## config.mk

```make
export PLATFORM = sky130hd
export DESIGN_NAME = psd_core
export DESIGN_NICKNAME = d
export VERILOG_FILES = /design/src/logic/psd_pkg.sv /design/src/logic/psd_fb_div.sv /design/src/logic/psd_core.sv
export SDC_FILE = /design/constraint.sdc
export NUM_CORES = 1
export LEC_CHECK = 0
export BUFFER_PORTS_ARGS = -buffer_cell sky130_fd_sc_hd__buf_2
export CORE_AREA = 2 2 127 129
export DETAILED_ROUTE_END_ITERATION = 8
export DIE_AREA = 0 0 129 131
export GPL_TIMING_DRIVEN = 0
export REMOVE_ABC_BUFFERS = 1
export SLEW_MARGIN = 10
export SYNTH_ARGS = -nofsm -noshare
export SYNTH_HDL_FRONTEND = slang
export SYNTH_SLANG_ARGS = --single-unit
```

## constraint.sdc

```tcl
create_clock -name SYS_CLK_IN -period 3.45 [get_ports SYS_CLK_IN]
set_clock_uncertainty 0.1 [all_clocks]
set_input_delay 0.345 -clock SYS_CLK_IN [delete_from_list [all_inputs] [get_ports SYS_CLK_IN]]
set_output_delay 0.345 -clock SYS_CLK_IN [all_outputs]
set_load 0.02 [all_outputs]
```

## src/logic/psd_pkg.sv

```systemverilog
// shared constants, field layouts and carriers of the synthesizer core
package psd_pkg;

  // serial word and routing field
  localparam int WORD_W          = 24;
  localparam int ROUTE_HI        = 1;
  localparam int ROUTE_LO        = 0;
  localparam logic [1:0] ROUTE_REF  = 2'h0;
  localparam logic [1:0] ROUTE_FB   = 2'h1;
  localparam logic [1:0] ROUTE_FUNC = 2'h2;

  // reference divider word layout
  localparam int REF_RATIO_W     = 14;
  localparam int REF_RATIO_TOP   = 15;
  localparam int REF_RATIO_LSB   = 2;
  localparam int BACKLASH_TOP    = 17;
  localparam int BACKLASH_LSB    = 16;

  // feedback divider word layout
  localparam int MAIN_W          = 13;
  localparam int MAIN_TOP        = 20;
  localparam int MAIN_LSB        = 8;
  localparam int SWALLOW_W       = 6;
  localparam int SWALLOW_TOP     = 7;
  localparam int SWALLOW_LSB     = 2;
  localparam int LOCK_PREC_POS   = 22;

  // control setup word layout
  localparam int PRESC_TOP       = 23;
  localparam int PRESC_LSB       = 22;
  localparam int PUMP_CUR_TOP    = 17;
  localparam int PUMP_CUR_LSB    = 15;
  localparam int PUMP_TRI_POS    = 8;
  localparam int POLARITY_POS    = 7;
  localparam int MUX_TOP         = 6;
  localparam int MUX_LSB         = 4;
  localparam int SOFT_PD_POS     = 3;
  localparam int CNT_RESET_POS   = 2;

  // prescaler modulus: base shifted left by the two select bits
  localparam int PRESC_W              = 7;
  localparam logic [PRESC_W-1:0] PRESC_BASE = 7'h08;

  // output multiplexer codes
  localparam logic [2:0] MUX_LOW  = 3'h0;
  localparam logic [2:0] MUX_LOCK = 3'h1;
  localparam logic [2:0] MUX_FB   = 3'h2;
  localparam logic [2:0] MUX_HIGH = 3'h3;
  localparam logic [2:0] MUX_REF  = 3'h4;

  // lock detect timing
  localparam int CLK_PERIOD_NS   = 40;
  localparam int LD_COARSE_NS    = 10;
  localparam int LD_FINE_NS      = 3;
  localparam int LD_UNLOCK_NS    = 25;
  localparam int LD_GOOD_CYCLES  = 5;
  localparam int ERR_W           = 4;
  localparam int ERR_NS_W        = 10;

  localparam logic [WORD_W-1:0] WORD_RESET = 24'h000000;

  typedef struct packed {
    logic [1:0]             backlash;
    logic [REF_RATIO_W-1:0] ratio;
  } psd_ref_cfg_t;

  typedef struct packed {
    logic                 lock_precision;
    logic [MAIN_W-1:0]    main_count;
    logic [SWALLOW_W-1:0] swallow_count;
  } psd_fb_cfg_t;

  typedef struct packed {
    logic [1:0] presc_sel;
    logic [2:0] pump_current;
    logic       pump_tristate;
    logic       polarity;
    logic [2:0] mux_sel;
    logic       soft_pd;
    logic       counter_reset;
  } psd_func_cfg_t;

endpackage : psd_pkg

```

## src/logic/psd_fb_div.sv

```systemverilog
// pulse-swallow feedback divider behind the dual-modulus prescaler
`timescale 1ns/1ps
module psd_fb_div
(
  input  wire logic                   clk_in,
  input  wire logic                   rst_n_in,
  input  wire logic                   hold_in,
  input  wire logic                   rf_tick_in,
  input  wire logic [psd_pkg::PRESC_W-1:0] presc_p_in,
  input  wire psd_pkg::psd_fb_cfg_t   cfg_in,
  output logic                        fb_pulse_out
);
  import psd_pkg::*;

  logic [PRESC_W-1:0]   presc_cnt_q;
  logic [MAIN_W-1:0]    main_left_q;
  logic [SWALLOW_W-1:0] swal_left_q;
  logic [PRESC_W-1:0]   modulus;
  logic                 presc_wrap;
  logic                 main_end;

  // modulus p+1 while swallow count remains, then p
  assign modulus    = (swal_left_q != '0) ? presc_p_in + 7'h01
                                          : presc_p_in;
  assign presc_wrap = rf_tick_in && (presc_cnt_q + 7'h01 >= modulus);
  assign main_end   = (main_left_q <= 13'h0001);

  // hold keeps every counter at its load point so release is aligned
  always_ff @(posedge clk_in or negedge rst_n_in)
  begin
    if (!rst_n_in)
    begin
      presc_cnt_q  <= '0;
      main_left_q  <= '0;
      swal_left_q  <= '0;
      fb_pulse_out <= 1'b0;
    end
    else if (hold_in)
    begin
      presc_cnt_q  <= '0;
      main_left_q  <= cfg_in.main_count;
      swal_left_q  <= cfg_in.swallow_count;
      fb_pulse_out <= 1'b0;
    end
    else
    begin
      fb_pulse_out <= presc_wrap && main_end;
      if (presc_wrap)
      begin
        presc_cnt_q <= '0;
        if (main_end)
        begin
          main_left_q <= cfg_in.main_count;
          swal_left_q <= cfg_in.swallow_count;
        end
        else
        begin
          main_left_q <= main_left_q - 13'h0001;
          if (swal_left_q != '0)
            swal_left_q <= swal_left_q - 6'h01;
        end
      end
      else if (rf_tick_in)
        presc_cnt_q <= presc_cnt_q + 7'h01;
    end
  end

endmodule : psd_fb_div

```

## src/logic/psd_core.sv

```systemverilog
// digital core: serial port, latches, dividers, lock detect, muxout
// How it works
// - host sends msb first; one bit shifts in per serial clock rise.
// - load strobe rise copies the word into the latch its low bits pick.
// - reference divided by 14-bit ratio in bits 15..2, range 1..16383.
// - main feedback count is bits 20..8, valid 3..8191.
// - swallow count is bits 7..2, valid 0..63.
// - feedback divides by main times modulus plus swallow count, for swallow not above main.
// - bits 23..22 of control word pick the dual prescaler modulus.
// - lock sets after five cycles under 10 ns, or 3 ns if precise.
// - lock stays until a later cycle shows error above 25 ns.
// - counter reset bit 2 holds reference and feedback counters.
// - on release feedback restarts aligned with the reference counter.
// - latched soft power-down bit 3 powers down at once.
// - chip enable low powers down regardless of soft bit.
// - power-down loads counters, tri-states pump, resets lock detect.
// - serial port keeps loading latches during power-down.
// - mux select bits 6..4 choose the muxout source.
// - pump current code in bits 17..15.
// - pump tri-state bit 8: one high impedance, zero enabled unless counters are held.
// - bit 7 sets phase detector polarity.
// - muxout can show lock detect, divided rf or divided reference.
`timescale 1ns/1ps
module psd_core
(
  input  wire logic       SYS_CLK_IN,
  input  wire logic       RST_N_IN,
  input  wire logic       SER_CLK_IN,
  input  wire logic       SER_DATA_IN,
  input  wire logic       LOAD_STROBE_IN,
  input  wire logic       CHIP_ENABLE_IN,
  input  wire logic       REF_CLK_IN,
  input  wire logic       RF_CLK_IN,
  output logic            MUX_OUT,
  output logic            LOCK_DETECT_OUT,
  output logic            REF_DIV_OUT,
  output logic            FB_DIV_OUT,
  output logic            POWERED_DOWN_OUT,
  output logic            PUMP_TRISTATE_OUT,
  output logic [2:0]      PUMP_CURRENT_OUT,
  output logic            DETECTOR_POLARITY_OUT,
  output logic [1:0]      BACKLASH_WIDTH_OUT,
  output logic [psd_pkg::PRESC_W-1:0] PRESC_MODULUS_OUT
);
  import psd_pkg::*;

  // serial port state
  logic [WORD_W-1:0]      shift_q;
  logic                   ser_clk_prev_q;
  logic                   load_prev_q;
  logic [WORD_W-1:0]      ref_word_q;
  logic [WORD_W-1:0]      fb_word_q;
  logic [WORD_W-1:0]      func_word_q;

  // edge detection on sampled pins
  logic                   ser_rise;
  logic                   load_rise;
  logic                   ref_prev_q;
  logic                   rf_prev_q;
  logic                   ref_tick;
  logic                   rf_tick;

  // decoded latch fields
  psd_ref_cfg_t           ref_cfg;
  psd_fb_cfg_t            fb_cfg;
  psd_func_cfg_t          func_cfg;
  logic [1:0]             route;
  logic                   pick_ref;
  logic                   pick_fb;
  logic                   pick_func;

  // divider and lock state
  logic                   power_down;
  logic                   counters_hold;
  logic [REF_RATIO_W-1:0] ref_cnt_q;
  logic                   ref_wrap;
  logic                   ref_pulse_q;
  logic                   fb_pulse;
  logic [PRESC_W-1:0]     presc_p;
  logic                   ref_seen_q;
  logic                   fb_seen_q;
  logic [ERR_W-1:0]       err_cnt_q;
  logic                   ref_hit;
  logic                   fb_hit;
  logic                   pd_done;
  logic                   waiting;
  logic [ERR_NS_W-1:0]    err_ns;
  logic [ERR_NS_W-1:0]    good_limit_ns;
  logic                   err_good;
  logic                   err_bad;
  logic [2:0]             good_cnt_q;
  logic                   lock_q;
  logic                   mux_d;

  // serial clock, strobe, reference and rf edges; pins are synchronous to the clock
  assign ser_rise  = SER_CLK_IN && !ser_clk_prev_q;
  assign load_rise = LOAD_STROBE_IN && !load_prev_q;
  assign ref_tick  = REF_CLK_IN && !ref_prev_q;
  assign rf_tick   = RF_CLK_IN && !rf_prev_q;

  // routing decode from the two lowest word bits
  assign route     = shift_q[ROUTE_HI:ROUTE_LO];
  assign pick_ref  = load_rise && (route == ROUTE_REF);
  assign pick_fb   = load_rise && (route == ROUTE_FB);
  assign pick_func = load_rise && (route == ROUTE_FUNC);

  // shift register and edge history; never gated by power-down
  always_ff @(posedge SYS_CLK_IN or negedge RST_N_IN)
  begin
    if (!RST_N_IN)
    begin
      shift_q        <= WORD_RESET;
      ser_clk_prev_q <= 1'b0;
      load_prev_q    <= 1'b0;
      ref_prev_q     <= 1'b0;
      rf_prev_q      <= 1'b0;
    end
    else
    begin
      ser_clk_prev_q <= SER_CLK_IN;
      load_prev_q    <= LOAD_STROBE_IN;
      ref_prev_q     <= REF_CLK_IN;
      rf_prev_q      <= RF_CLK_IN;
      if (ser_rise)
        shift_q <= {shift_q[WORD_W-2:0], SER_DATA_IN};
    end
  end

  // destination latches; a route of 11 is simply dropped
  always_ff @(posedge SYS_CLK_IN or negedge RST_N_IN)
  begin
    if (!RST_N_IN)
    begin
      ref_word_q  <= WORD_RESET;
      fb_word_q   <= WORD_RESET;
      func_word_q <= WORD_RESET;
    end
    else
    begin
      if (pick_ref)
        ref_word_q <= shift_q;
      if (pick_fb)
        fb_word_q <= shift_q;
      if (pick_func)
        func_word_q <= shift_q;
    end
  end

  // field extraction; reserved bits are not looked at
  assign ref_cfg.backlash  = ref_word_q[BACKLASH_TOP:BACKLASH_LSB];
  assign ref_cfg.ratio     = ref_word_q[REF_RATIO_TOP:REF_RATIO_LSB];
  assign fb_cfg.lock_precision = fb_word_q[LOCK_PREC_POS];
  assign fb_cfg.main_count     = fb_word_q[MAIN_TOP:MAIN_LSB];
  assign fb_cfg.swallow_count  = fb_word_q[SWALLOW_TOP:SWALLOW_LSB];
  assign func_cfg.presc_sel     = func_word_q[PRESC_TOP:PRESC_LSB];
  assign func_cfg.pump_current  = func_word_q[PUMP_CUR_TOP:PUMP_CUR_LSB];
  assign func_cfg.pump_tristate = func_word_q[PUMP_TRI_POS];
  assign func_cfg.polarity      = func_word_q[POLARITY_POS];
  assign func_cfg.mux_sel       = func_word_q[MUX_TOP:MUX_LSB];
  assign func_cfg.soft_pd       = func_word_q[SOFT_PD_POS];
  assign func_cfg.counter_reset = func_word_q[CNT_RESET_POS];

  // modulus p = 8 << select, so 8, 16, 32, 64; p+1 comes from swallowing
  assign presc_p = PRESC_BASE << func_cfg.presc_sel;

  // power-down from either source, and the shared counter hold
  assign power_down    = !CHIP_ENABLE_IN || func_cfg.soft_pd;
  assign counters_hold = power_down || func_cfg.counter_reset;

  // reference divider; a ratio of zero behaves as one
  assign ref_wrap = ref_tick &&
                    ({1'b0, ref_cnt_q} + 15'h0001 >= {1'b0, ref_cfg.ratio});

  always_ff @(posedge SYS_CLK_IN or negedge RST_N_IN)
  begin
    if (!RST_N_IN)
    begin
      ref_cnt_q   <= '0;
      ref_pulse_q <= 1'b0;
    end
    else if (counters_hold)
    begin
      ref_cnt_q   <= '0;
      ref_pulse_q <= 1'b0;
    end
    else
    begin
      ref_pulse_q <= ref_wrap;
      if (ref_wrap)
        ref_cnt_q <= '0;
      else if (ref_tick)
        ref_cnt_q <= ref_cnt_q + 14'h0001;
    end
  end

  // feedback divider shares the same hold so both restart together
  psd_fb_div u_fb_div
  (
    .clk_in       (SYS_CLK_IN),
    .rst_n_in     (RST_N_IN),
    .hold_in      (counters_hold),
    .rf_tick_in   (rf_tick),
    .presc_p_in   (presc_p),
    .cfg_in       (fb_cfg),
    .fb_pulse_out (fb_pulse)
  );

  // phase error: cycles between the two divider edges of one pd cycle;
  // resolution is one clock period, so sub-period errors read as zero
  assign ref_hit = ref_seen_q || ref_pulse_q;
  assign fb_hit  = fb_seen_q || fb_pulse;
  assign pd_done = ref_hit && fb_hit;
  assign waiting = (ref_seen_q || fb_seen_q) && !pd_done;
  assign err_ns  = ERR_NS_W'(err_cnt_q * CLK_PERIOD_NS);
  assign good_limit_ns = fb_cfg.lock_precision ?
                         ERR_NS_W'(LD_FINE_NS) : ERR_NS_W'(LD_COARSE_NS);
  assign err_good = err_ns < good_limit_ns;
  assign err_bad  = err_ns > ERR_NS_W'(LD_UNLOCK_NS);

  always_ff @(posedge SYS_CLK_IN or negedge RST_N_IN)
  begin
    if (!RST_N_IN)
    begin
      ref_seen_q <= 1'b0;
      fb_seen_q  <= 1'b0;
      err_cnt_q  <= '0;
    end
    else if (power_down)
    begin
      ref_seen_q <= 1'b0;
      fb_seen_q  <= 1'b0;
      err_cnt_q  <= '0;
    end
    else if (pd_done)
    begin
      ref_seen_q <= 1'b0;
      fb_seen_q  <= 1'b0;
      err_cnt_q  <= '0;
    end
    else
    begin
      ref_seen_q <= ref_hit;
      fb_seen_q  <= fb_hit;
      if (waiting || ref_pulse_q || fb_pulse)
      begin
        if (err_cnt_q != '1)     // saturate on a stalled divider
          err_cnt_q <= err_cnt_q + 4'h1;
      end
    end
  end

  // lock detect: five good cycles in a row to set, one bad to clear
  always_ff @(posedge SYS_CLK_IN or negedge RST_N_IN)
  begin
    if (!RST_N_IN)
    begin
      good_cnt_q <= '0;
      lock_q     <= 1'b0;
    end
    else if (power_down)
    begin
      good_cnt_q <= '0;
      lock_q     <= 1'b0;
    end
    else if (pd_done)
    begin
      if (lock_q)
      begin
        if (err_bad)
        begin
          lock_q     <= 1'b0;
          good_cnt_q <= '0;
        end
      end
      else if (!err_good)
        good_cnt_q <= '0;
      else if (good_cnt_q == 3'(LD_GOOD_CYCLES - 1))
      begin
        lock_q     <= 1'b1;
        good_cnt_q <= '0;
      end
      else
        good_cnt_q <= good_cnt_q + 3'h1;
    end
  end

  // muxout source select; unlisted codes drive low
  always_comb
  begin
    unique case (func_cfg.mux_sel)
      MUX_LOCK: mux_d = lock_q;
      MUX_FB:   mux_d = fb_pulse;
      MUX_REF:  mux_d = ref_pulse_q;
      MUX_HIGH: mux_d = 1'b1;
      default:  mux_d = 1'b0;
    endcase
  end

  // every output is a flop; costs one cycle of latency on each
  always_ff @(posedge SYS_CLK_IN or negedge RST_N_IN)
  begin
    if (!RST_N_IN)
    begin
      MUX_OUT               <= 1'b0;
      LOCK_DETECT_OUT       <= 1'b0;
      REF_DIV_OUT           <= 1'b0;
      FB_DIV_OUT            <= 1'b0;
      POWERED_DOWN_OUT      <= 1'b1;
      PUMP_TRISTATE_OUT     <= 1'b1;
      PUMP_CURRENT_OUT      <= '0;
      DETECTOR_POLARITY_OUT <= 1'b0;
      BACKLASH_WIDTH_OUT    <= '0;
      PRESC_MODULUS_OUT     <= PRESC_BASE;
    end
    else
    begin
      MUX_OUT               <= mux_d;
      LOCK_DETECT_OUT       <= lock_q;
      REF_DIV_OUT           <= ref_pulse_q;
      FB_DIV_OUT            <= fb_pulse;
      POWERED_DOWN_OUT      <= power_down;
      PUMP_TRISTATE_OUT     <= counters_hold ||
                               func_cfg.pump_tristate;
      PUMP_CURRENT_OUT      <= func_cfg.pump_current;
      DETECTOR_POLARITY_OUT <= func_cfg.polarity;
      BACKLASH_WIDTH_OUT    <= ref_cfg.backlash;
      PRESC_MODULUS_OUT     <= presc_p;
    end
  end

endmodule : psd_core

```

* Word-level counts from Yosys, hierarchy flattened
Cells that the tools add are included. Widths: inputs -> output; s select.
Word-level totals: register bits after elaboration 164, bits in latches 0, bits in writable memories 0, memory bits (read-only) 0, input bits 8, output and inout bits 19, logic and storage cells 129, memories kept 0
Cells by class: add/sub/neg operators 8, multipliers 1, div/mod/pow operators 0, magnitude comparators 5, eq/ne operators 9, shifts and indexed selects 1, multiplexer cells 38, bitwise gates (word level) 0, reductions and logical operators 38
Operators with widths (number):
- $mux 14 | 3
- $mux 13 | 3
- $mux 7 | 4
- $mux 6 | 4
- $mux 4 | 5
- $mux 3 | 6
- $add 14x1->15 const B | 1
- $ge 15x14->1 | 1
- $reduce_bool 3->1 | 5
- $add 14x1->14 const B | 1
- $add 7x1->7 const B | 2
- $le 13x1->1 const B | 1
- $sub 13x1->13 const B | 1
- $logic_and 1x1->1 | 12
- $mux 1 | 12
- $gt 10x5->1 const B | 1
- $lt 10x4->1 | 1
- $logic_or 1x1->1 | 8
- $ge 7x7->1 | 1
- $mul 4x3->7 const B | 1
- $shl 4x2->7 const A | 1
- $eq 3x2->1 const B | 2
- $eq 3x3->1 const B | 2
- $logic_not 1->1 | 6
- 13 further kinds | 16

* Depth between registers and ports, before layout
Gate-level depths: netlist of run 1.
depth in word-level cells 9, mapped depth 13, depth with buffers taken out 12

* Cells and area by module
A second synthesis of run 1 with hierarchy kept.
Unflattened totals: cell total of the unflattened synthesis 681, area, all modules 7448.4 µm²
Modules (own cells, without submodules):
- psd_core | times used 1, cells each 440, area each 5331.4 µm², sequential area each 2931.6 µm²
- psd_fb_div | times used 1, cells each 241, area each 2117.0 µm², sequential area each 675.6 µm²

* Least setup slack after synthesis of run 1
Ideal clock, no wire load.
path type reg2reg, start point register u_fb_div.swal_left_q[0], end point register u_fb_div.main_left_q[11], library setup time 0.136 ns, arrival 2.657 ns, required time 3.214 ns, slack 0.557 ns, stages on the path, launching flop included 13, buffers on the path 1, clock period less this slack 2.893 ns, cells stage by stage dfrtp_1 inv_1 ha_1 nand2b_1 nor4_1 inv_1 ha_1 nor4b_1 a31oi_1 o21a_1 nor2_4 clkbuf_1 o21ai_0
On the way: longest elaborated chain between the ends 5
Ends and longest elaborated chain:
- start: declaration | line psd_fb_div.sv:17 | logic [SWALLOW_W-1:0] swal_left_q;
- start signal: assignment | line psd_fb_div.sv:42 | swal_left_q <= cfg_in.swallow_count;
- start signal: assignment | line psd_fb_div.sv:54 | swal_left_q <= cfg_in.swallow_count;
- start signal: assignment | line psd_fb_div.sv:60 | swal_left_q <= swal_left_q - 6'h01;
- $reduce_bool 6->1 | line psd_fb_div.sv:23 | assign modulus = (swal_left_q != '0) ? presc_p_in + 7'h01
- $mux 7 | line psd_fb_div.sv:23
- $ge 7x7->1 | line psd_fb_div.sv:25 | assign presc_wrap = rf_tick_in && (presc_cnt_q + 7'h01 >= modulus);
- $logic_and 1x1->1 | line psd_fb_div.sv:25
- $reduce_bool 2->1 (no source line)
- end signal: assignment | line psd_fb_div.sv:41 | main_left_q <= cfg_in.main_count;
- end signal: assignment | line psd_fb_div.sv:53 | main_left_q <= cfg_in.main_count;
- end signal: assignment | line psd_fb_div.sv:58 | main_left_q <= main_left_q - 13'h0001;
- end: declaration | line psd_fb_div.sv:16 | logic [MAIN_W-1:0] main_left_q;
No other way between the ends. A chain may end at the register's enable or synchronous reset.

* Worst setup path in the final report of run 1
start point register ref_cnt_q[2], end point register ref_cnt_q[1]
On the way: longest elaborated chain between the ends 5, elaborated cells between the ends (all ways) 6
Ends and longest elaborated chain:
- start: declaration | line psd_core.sv:75 | logic [REF_RATIO_W-1:0] ref_cnt_q;
- start signal: assignment | line psd_core.sv:192 | ref_cnt_q <= ref_cnt_q + 14'h0001;
- $add 14x1->15 (*) | line psd_core.sv:172 | ({1'b0, ref_cnt_q} + 15'h0001 >= {1'b0, ref_cfg.ratio});
- $ge 15x14->1 (*) | line psd_core.sv:172
- $logic_and 1x1->1 (*) | line psd_core.sv:171 | assign ref_wrap = ref_tick &&
- $mux 14 | line psd_core.sv:189 | if (ref_wrap)
- $mux 14 | line psd_core.sv:181 | else if (counters_hold)
Mark *: on every way between the ends. The rest lies on a longest branch, timed or not.

==> results of run 1 <==
==> layer usage <==
layer | global-route usage [%] | part of all wire [%]
met5 | 0 | 0
met4 | 4.99 | 0.74
met3 | 4.64 | 3.3
met2 | 26.9 | 49
met1 | 21.8 | 47
==> placed cells by master, fill, tap and decap left out, drive strengths merged, types with 4 or more instances in the layout <==
cell / instances
buf: 28
dfrtp: 141
o22ai: 4
a22o: 11
mux2: 60
nand2: 39
a21oi: 31
ha: 32
nand3: 15
nor2: 50
nor4: 5
nor3: 17
a21o: 4
xnor2: 14
nand2b: 12
nor3b: 4
dlygate4sd3: 5
a32o: 6
xor2: 4
inv: 32
clkbuf: 26
nand4: 4
o21a: 5
o21ai: 43
==> cells in the mapped netlist (all sizes together) (4+ instances only) <==
cell type / n / area, um^2
nor2: 49 / 194
nand4: 4 / 25.0
xor2: 4 / 35.0
o22ai: 4 / 25.0
buf: 15 / 103
inv: 32 / 120
dfrtp: 141 / 3530
xnor2: 14 / 123
clkbuf: 10 / 37.5
nor3: 17 / 95.1
nand2b: 12 / 82.6
o21a: 5 / 37.5
ha: 32 / 400
o21ai: 43 / 219
a32o: 6 / 60.1
nand2: 39 / 146
nor3b: 4 / 30.0
mux2: 60 / 676
a21oi: 31 / 155
nand3: 15 / 80.1
a22o: 11 / 97.6
a21o: 4 / 31.3
nor4: 5 / 37.5
==> how the worst max path moves through the flow <==
stage	from	end	slack, ps	cells after the start
2_1_floorplan	shift_q[1]$_DFFE_PN0P_	ref_word_q[16]$_DFFE_PN0P_	270	2
3_5_place_dp	u_fb_div.swal_left_q[0]$_DFFE_PN0P_	u_fb_div.swal_left_q[0]$_DFFE_PN0P_	-190	12
3_3_place_gp	shift_q[1]$_DFFE_PN0P_	ref_word_q[2]$_DFFE_PN0P_	-770	2
4_1_cts	u_fb_div.swal_left_q[0]$_DFFE_PN0P_	u_fb_div.main_left_q[12]$_DFFE_PN0P_	100	12
5_1_grt	u_fb_div.swal_left_q[0]$_DFFE_PN0P_	u_fb_div.swal_left_q[0]$_DFFE_PN0P_	30	12
6_report	ref_cnt_q[2]$_DFFE_PN0P_	ref_cnt_q[1]$_DFFE_PN0P_	270	11
==> sequential cells by signal (all words and copies together) (netlist names), 2 cells and up <==
name                  cells
BACKLASH_WIDTH_OUT        2
u_fb_div.main_left_q     13
err_cnt_q                 4
PUMP_CURRENT_OUT          3
func_word_q              12
u_fb_div.presc_cnt_q      7
good_cnt_q                3
ref_cnt_q                14
fb_word_q                20
ref_word_q               16
u_fb_div.swal_left_q      6
PRESC_MODULUS_OUT         4
shift_q                  24
==> final cells by class <==
cell class	instances	area share, %
Sequential cell	144	46.0
Clock buffer	26	6.37
Timing Repair Buffer	33	3.08
Clock inverter	6	1.05
Inverter	32	1.53
Multi-Input combinational cell	410	38.5
Tap cell	216	3.45
==> worst max-delay path, delay by kind of cell (launching register included) <==
family	cells	cell delay, ps
and+or+nand+nor	6	1250
AOI/OAI and AO/OA	3	740
DFF	1	420
xor gates and xnor gates	1	300
adders and majority gates	1	300
==> through the flow <==
stage	hold WS [ps]	power, mW	setup WS [ps]	area (um^2)	util (%)
after floorplan	-50.6	3.40	268	6680	-
after global placement	260	3.76	-765	7060	45.3
after detailed placement	122	3.85	-188	7170	46.0
after CTS	17.1	5.70	103	7820	50.1
after global routing	25.8	6.04	31.4	7840	50.3
final	40.1	5.66	271	7840	50.3
==> power by group through the flow <==
stage,clock network (mW),logic [mW],registers (mW)
floorplan,0,1.05,2.35
global placement,0,1.33,2.42
detailed placement,0,1.41,2.44
CTS,1.85,1.43,2.42
global route,1.93,1.63,2.48
finish,1.81,1.44,2.42
==> cells by family (layout without fill, tap and decap cells) <==
kind of cell,Yosys count,after routing
and+or+nand+nor,166,167
DFF,144,144
AOI/OAI and AO/OA,126,126
muxes,63,63
buffers and inverters,57,97
adders and majority gates,33,33
xor gates and xnor gates,18,18
other,1,3
==> what timing repair did <==
action                     4_1_cts  5_1_grt
setup endpoints to repair       20       32
pin swaps                        0        1
gates resized for setup          2        3
buffers inserted                 0        0
hold buffers                     5        0
gates cloned                     0        1
hold endpoints to repair        36        0
==> results.py, run 1 <==
metrics = {
    "die": {
        "fp.dieW_um": 129,
        "rows": 46,
        "num_io_pins": 27,
        "die_h_um": 131,
        "coreArea_um2": 15600,
        "start_util_pct": 43.7,
        "dieArea_um2": 16900,
    },
    "route": {
        "drt_iter0_markers": 355,
        "detail-route-antenna-nets": 0,
        "avgRoutedWirePerCell_um": 14.9,
        "avgViaCountPerCell": 5.27,
        "firstDrtPassIters": 4,
        "drc_errors": 0,
        "routed_wl_um": 12900,
        "num_vias": 4567,
    },
    "critical_path": {
        "r2r_cells": 11,
        "cp-end-kind": "flip-flop",
        "path_class": "reg2reg",
        "worst_path_max_delay_cell": "dfrtp_1",
        "r2r-start": "ref_cnt_q[2]$_DFFE_PN0P_",
        "cp_cell_sequence": "nand3_1 > nor3_2 > nand4_1 > xnor2_1 > ha_1 > nand2_1 > nor3_1 > a221oi_1 > o211ai_2 > nor3_4 > a22o_2",
        "cp_slowest_stage_delay_ps": 420,
        "reg2reg_to": "ref_cnt_q[1]$_DFFE_PN0P_",
        "cp-start-kind": "flip-flop",
        "r2r_setup_slack_ps": 270,
        "worstPathRequired_ps": 3710,
        "arrival_ps": 3440,
        "critPathMaxFanout": 11,
    },
    "layout": {
        "final_cells": 867,
        "multi_input_area_um2": 3020,
        "register_area_um2": 3610,
        "n_antenna_cell": 0,
        "fin_nets": 679,
        "drive_above_1_share_pct": 21.4,
        "fillers": 1385,
        "area_growth_pct": 15.1,
    },
    "grt": {
        "grt_pass1_vias": 4435,
        "overflow": 0,
        "track_usage_pct": 16.6,
        "antenna_found_initial": 0,
        "grt_max_degree": 113,
        "grt_pass1_wl_um": 21800,
    },
    "power_and_ir_drop": {
        "irDropWorstVdd_mv": 0.488,
        "power_leakage_nw": 3.63,
        "p_clk_share_pct": 31.9,
        "combPwrFrac_pct": 25.4,
        "seqPwrFrac_pct": 42.7,
        "switchingPower_mw": 1.82,
        "switching_share_pct": 32.2,
        "power_density_nw_per_um2": 722,
        "internal_power_mw": 3.84,
    },
    "synth": {
        "ys_types": 68,
        "ys.flop_type": "dfrtp_1",
        "synthSimpleGateAreaFrac_pct": 12.5,
        "synth_warnings": 0,
        "netlist_instances": 608,
        "synth_top_family_by_area": "simple AND/OR/NAND/NOR gates",
        "avgSynthCellArea_um2": 11.2,
        "synth-compound-area-share_pct": 11.8,
        "synth_xor_area_share_pct": 2.31,
        "synth_edf_count": 0,
        "synth_fa_ha_area_share_pct": 6.17,
        "synth_area_um2": 6810,
        "synthMuxAreaShare_pct": 10.4,
        "synthArstFlopShare_pct": 100,
        "synth_seq_area_share_pct": 53.0,
        "synth_seq_cells": 144,
    },
    "run_status": {
        "status": "finished, final reports clean",
    },
    "timing": {
        "tns_ps": 0,
        "hold_violations": 0,
        "setup_viol": 0,
        "drv_slew": 0,
        "finalCriticalPeriod_ps": 3180,
        "period_share_pct": 92.1,
        "tightest_slew_ps": 988,
        "max_clock_freq_mhz": 315,
        "slew_headroom_pct": 33.9,
        "rsz0062_at_grt": "no",
    },
    "place": {
        "placed_cells": 829,
        "portBuffers": 23,
        "place.gp.congestion": 0.791,
        "dp_hpwl_um": 8640,
    },
    "clock_tree": {
        "cts_tree": "done",
        "clock-root-buffer": "clkbuf_16",
        "clkTransAtPathRegs_ps": 60,
        "clockBufferDepth": 2,
        "cts.sinks": 144,
        "insertion_delay_ps": 420,
        "cts_made_buffers": 17,
        "cts_max_level": 4,
    },
    "flow_run": {
        "maxCapViolCount": 0,
    },
    "worst_hold_path": {
        "hold_path_depth": 2,
        "worstHoldStart": "CHIP_ENABLE_IN",
        "holdPathEnd": "POWERED_DOWN_OUT$_DFF_PN1_",
        "hold_path.class": "in2reg",
    },
}
Note: power is estimated with default switching activity, not from simulation.
==> run 2, diff against run 1 <==
Settings changed: CTS_CLUSTER_DIAMETER set to 60, RECOVER_POWER set to 100.
==> results.py, run 2 (synthesis gave the netlist of run 1 again) <==
metrics = {
    "route": {
        "firstDrtPassIters": 4,
        "drc_errors": 0,
        "routed_wl_um": 13000,
        "detail-route-antenna-nets": 0,
        "avgRoutedWirePerCell_um": 15.0,
        "num_vias": 4566,
        "avgViaCountPerCell": 5.27,
        "drt_iter0_markers": 309,
    },
    "worst_hold_path": {
        "hold_path.class": "in2reg",
        "worstHoldStart": "SER_DATA_IN",
    },
    "die": {
        "dieArea_um2": 16900,
        "coreArea_um2": 15600,
        "die_h_um": 131,
        "start_util_pct": 43.7,
        "rows": 46,
        "fp.dieW_um": 129,
        "num_io_pins": 27,
    },
    "timing": {
        "finalCriticalPeriod_ps": 3170,
        "slew_headroom_pct": -17.9,
        "setup_viol": 0,
        "rsz0062_at_grt": "no",
        "hold_violations": 0,
        "period_share_pct": 91.8,
        "tightest_slew_ps": 1770,
        "fin_ws_ps": 283,
        "drv_slew": 43,
        "max_clock_freq_mhz": 316,
    },
    "clock_tree": {
        "cts_tree": "done",
        "postCtsSetupBuffers": 0,
        "clkTransAtPathRegs_ps": 60,
        "cts_max_level": 4,
        "clock-root-buffer": "clkbuf_16",
        "insertion_delay_ps": 420,
        "cts.sinks": 144,
        "clockBufferDepth": 2,
        "cts_made_buffers": 17,
    },
    "layout": {
        "final_cell_mix": "141 x dfrtp_1, 58 x mux2_2, 47 x nor2_1, 42 x o21ai_0, 39 x nand2_1",
        "register_area_um2": 3610,
        "final_core_util_pct": 49.6,
        "area_growth_pct": 13.6,
        "regMostFlops": "shift_q",
        "drive_above_1_share_pct": 16.7,
        "multi_input_area_um2": 2990,
        "fillers": 1412,
        "fin_nets": 679,
        "n_antenna_cell": 0,
        "largest_register_ffs": 24,
        "mostFrequentLayoutCell": "dfrtp_1",
        "top_regs": "shift_q (24), fb_word_q (20), ref_word_q (16)",
    },
    "place": {
        "place.gp.congestion": 0.791,
        "post-place-ws_ps": -188,
        "portBuffers": 23,
        "dp_hpwl_um": 8640,
    },
    "critical_path": {
        "r2r-start": "ref_cnt_q[2]$_DFFE_PN0P_",
        "cp-start-kind": "flip-flop",
        "worstPathRequired_ps": 3710,
        "crit_start": "ref_cnt_q[2]$_DFFE_PN0P_",
        "critPathMaxFanout": 11,
        "path_class": "reg2reg",
        "arrival_ps": 3430,
        "cp-end-kind": "flip-flop",
    },
    "grt": {
        "grt_pass1_wl_um": 21800,
        "grt_max_degree": 113,
        "overflow": 0,
        "grt_pass1_vias": 4435,
        "track_usage_pct": 16.6,
        "antenna_found_initial": 0,
    },
    "flow_run": {
        "maxCapViolCount": 2,
    },
    "power_and_ir_drop": {
        "power_density_nw_per_um2": 729,
        "total_power_mw": 5.64,
        "power_leakage_nw": 3.52,
        "irDropWorstVdd_mv": 0.488,
    },
    "run_status": {
        "violations": "capacitance limit, slew limit",
        "status": "finished with violations",
    },
}
-- run 2: cell count changes in the layout (fill, tap and decap cells not counted), moves of 2 or more --
| cell | previous run | this run |
|---|---|---|
| buf_2 | 23 | 3 |
| buf_8 | 2 | 0 |
| clkbuf_1 | 5 | 28 |
| mux2_1 | 0 | 2 |
| mux2_2 | 60 | 58 |
| o21ai_0 | 39 | 42 |
| o21ai_1 | 3 | 0 |
-- run 2: routing by layer --
| layer | up-vias | share of wire [%] | track usage, % |
|---|---|---|---|
| met1 | 2279 | 48 | 21.8 |
| met5 | - | 0 | 0 |
| li1 | 2210 | - | - |
| met4 | 0 | 0.74 | 4.99 |
| met3 | 7 | 3.4 | 4.64 |
| met2 | 70 | 48 | 26.9 |
-- run 2: cell type report --
type                       instances  share of cell area (%)
tap                              216                    3.49
inverter                          32                    1.55
multi-input combinational        410                    38.6
clock buffer                      26                    6.45
clock inverter                     6                    1.07
timing repair buffer              33                    2.17
sequential                       144                    46.6
-- run 2: final timing paths --
path	slack, ps	to	cells past startpoint
max	280	ref_cnt_q[1]$_DFFE_PN0P_	11
min	60	shift_q[0]$_DFFE_PN0P_	2
max reg2reg	280	ref_cnt_q[1]$_DFFE_PN0P_	11
min reg2reg	280	PUMP_CURRENT_OUT[1]$_DFF_PN0_	0
max in group asynchronous	650	u_fb_div.main_left_q[7]$_DFFE_PN0P_	3
min in group asynchronous	840	good_cnt_q[2]$_DFFE_PN0P_	2
-- run 2: critical path, cell delays in order, from the launching register on --
cell      delay [ps]
dfrtp_1          420
nand3_1          170
nor3_2           340
nand4_1          160
xnor2_1          290
ha_1             300
nand2_1           80
nor3_1            70
a221oi_1         310
o211ai_2         210
nor3_4           430
a22o_2           220
-- run 2: power breakdown --
| part | switching, mW | total [mW] | internal (mW) |
|---|---|---|---|
| clock network | 0.673 | 1.81 | 1.14 |
| registers | 0.322 | 2.41 | 2.09 |
| logic | 0.832 | 1.42 | 0.584 |
| total | 1.83 | 5.64 | 3.81 |
-- run 2: metrics by stage --
stage	hold WS, ps	cells	setup TNS, ps	area (um^2)
after floorplan	-50.6	585	0	6680
after global placement	260	824	-37610	7060
after detailed placement	122	829	-2200	7170
after CTS	17.1	866	0	7820
after global routing	49.7	867	0	7740
final	60.3	867	0	7740
-- run 2: repair_timing --
action                     CTS  global route
pin swaps                    0             1
cloned                       0             1
hold endpoints to repair    36             0
setup endpoints to repair   20            32
resized for setup            2             3
hold buffers                 5             0
==> run 3, diff against run 2 <==
==> constraint.sdc (replaced) <==
create_clock -name SYS_CLK_IN -period 3.45 [get_ports SYS_CLK_IN]
set_clock_uncertainty 0.1 [all_clocks]
set_input_delay 0.1725 -clock SYS_CLK_IN [delete_from_list [all_inputs] [get_ports SYS_CLK_IN]]
set_output_delay 0.1725 -clock SYS_CLK_IN [all_outputs]
set_load 0.02 [all_outputs]
==> results.py, run 3 (synthesis gave the netlist of run 1 again) <==
metrics = {
    "place": {
        "place.gp.congestion": 0.791,
        "post_dp_cell_area_um2": 7170,
        "dp_hpwl_um": 8640,
        "portBuffers": 23,
        "post-place-ws_ps": -188,
    },
    "layout": {
        "regMostFlops": "shift_q",
        "multi_input_area_um2": 2990,
        "mostFrequentLayoutCell": "dfrtp_1",
        "fin_nets": 681,
        "largest_register_ffs": 24,
        "postLayoutCellArea_um2": 7750,
        "n_antenna_cell": 0,
        "register_area_um2": 3610,
        "final_cell_mix": "141 x dfrtp_1, 58 x mux2_2, 47 x nor2_1, 42 x o21ai_0, 39 x nand2_1",
        "drive_above_1_share_pct": 16.5,
        "fillers": 1408,
        "area_growth_pct": 13.9,
        "top_regs": "shift_q (24), fb_word_q (20), ref_word_q (16)",
    },
    "die": {
        "dieArea_um2": 16900,
        "die_h_um": 131,
        "start_util_pct": 43.7,
        "num_io_pins": 27,
        "rows": 46,
        "fp.dieW_um": 129,
        "coreArea_um2": 15600,
    },
    "worst_hold_path": {
        "hold_path.class": "reg2reg",
    },
    "timing": {
        "holdWs_ps": 275,
        "slew_headroom_pct": -17.7,
        "hold_violations": 0,
        "drv_slew": 43,
        "tightest_slew_ps": 1770,
        "setup_viol": 0,
        "period_share_pct": 92.0,
        "max_clock_freq_mhz": 315,
        "fin_ws_ps": 276,
        "finalCriticalPeriod_ps": 3170,
        "rsz0062_at_grt": "no",
    },
    "power_and_ir_drop": {
        "seqPwrFrac_pct": 42.8,
        "power_leakage_nw": 3.53,
        "switchingPower_mw": 1.82,
        "power_density_nw_per_um2": 727,
        "total_power_mw": 5.64,
        "irDropWorstVdd_mv": 0.488,
        "internal_power_mw": 3.81,
        "combPwrFrac_pct": 25.1,
        "p_clk_share_pct": 32.0,
        "switching_share_pct": 32.3,
    },
    "grt": {
        "grt_pass1_wl_um": 21900,
        "antenna_found_initial": 0,
        "grt_max_degree": 113,
        "grt_pass1_vias": 4456,
        "overflow": 0,
        "track_usage_pct": 16.6,
    },
    "critical_path": {
        "cp-start-kind": "flip-flop",
        "arrival_ps": 3430,
        "path_class": "reg2reg",
        "cp-end-kind": "flip-flop",
        "critPathMaxFanout": 11,
        "worstPathRequired_ps": 3710,
    },
    "run_status": {
        "violations": "capacitance limit, slew limit",
        "status": "finished with violations",
    },
    "clock_tree": {
        "cts_tree": "done",
        "clock-root-buffer": "clkbuf_16",
        "insertion_delay_ps": 420,
        "cts_max_level": 4,
        "cts.sinks": 144,
        "clkTransAtPathRegs_ps": 60,
        "cts_made_buffers": 17,
        "clockBufferDepth": 2,
    },
    "route": {
        "avgViaCountPerCell": 5.31,
        "drt_iter0_markers": 354,
        "firstDrtPassIters": 5,
        "num_vias": 4613,
        "avgRoutedWirePerCell_um": 15.0,
        "detail-route-antenna-nets": 0,
        "routed_wl_um": 13000,
        "drc_errors": 0,
    },
    "flow_run": {
        "maxCapViolCount": 2,
    },
}
run 3: cell types whose count changed in the layout (fill, tap and decap cells not counted), sizes merged:
cell         previous run  this run
dlygate4sd3             5         7
run 3: final cells by class:
cell class | count | area share [%]
clock buffer | 26 | 6.44
inverter | 32 | 1.55
timing repair buffer | 35 | 2.40
tap | 216 | 3.48
sequential | 144 | 46.5
clock inverter | 6 | 1.06
multi-input combinational | 410 | 38.5
run 3: per-stage QoR:
| step | TNS (ps) | util (%) | cells |
|---|---|---|---|
| after global placement | -26180 | 45.3 | 824 |
| after CTS | 0 | 50.2 | 868 |
| after global routing | 0 | 49.7 | 869 |
| final | 0 | 49.7 | 869 |
| after floorplan | 0 | - | 585 |
| after detailed placement | -2200 | 46.0 | 829 |
run 3: power by group through the flow:
| stage | Clock, mW | Combinational (mW) | Sequential, mW |
|---|---|---|---|
| finish | 1.81 | 1.42 | 2.41 |
| global route | 1.93 | 1.61 | 2.47 |
| CTS | 1.85 | 1.43 | 2.42 |
| detailed placement | 0 | 1.41 | 2.44 |
| global placement | 0 | 1.33 | 2.42 |
| floorplan | 0 | 1.05 | 2.35 |
run 3: what timing repair did:
action                                 4_1_cts  5_1_grt
setup endpoints to repair                   20       32
pin swaps                                    0        1
gates resized for setup                      2        3
endpoints found under the hold margin      151        0
buffers inserted                             0        0
hold buffers                                 7        0
cloned                                       0        1
run 3: worst paths after layout:
kind | startpoint | endpoint | slack [ps] | depth (start not counted)
worst max register to register | ref_cnt_q[2]$_DFFE_PN0P_ | ref_cnt_q[1]$_DFFE_PN0P_ | 280 | 11
worst min register to register | func_word_q[16]$_DFFE_PN0P_ | PUMP_CURRENT_OUT[1]$_DFF_PN0_ | 280 | 0
worst max-delay path | ref_cnt_q[2]$_DFFE_PN0P_ | ref_cnt_q[1]$_DFFE_PN0P_ | 280 | 11
max in group asynchronous | RST_N_IN | u_fb_div.main_left_q[7]$_DFFE_PN0P_ | 830 | 3
worst min-delay path | func_word_q[16]$_DFFE_PN0P_ | PUMP_CURRENT_OUT[1]$_DFF_PN0_ | 280 | 0
min in group asynchronous | RST_N_IN | good_cnt_q[2]$_DFFE_PN0P_ | 670 | 2
run 3: worst max-delay path: stages, from the launching register on:
cell	delay [ps]
dfrtp_1	420
nand3_1	180
nor3_2	330
nand4_1	160
xnor2_1	300
ha_1	300
nand2_1	80
nor3_1	70
a221oi_1	310
o211ai_2	210
nor3_4	430
a22o_2	220
run 3: routing by layer:
| layer | up-vias | share of wire (%) | routed length (um) | global-route usage [%] |
|---|---|---|---|---|
| met5 | - | 0 | 0 | 0 |
| met4 | 0 | 0.71 | 93 | 4.99 |
| met3 | 7 | 4.1 | 537 | 4.64 |
| met2 | 97 | 49 | 6370 | 27.1 |
| met1 | 2297 | 46 | 6040 | 21.7 |
| li1 | 2212 | - | - | - |
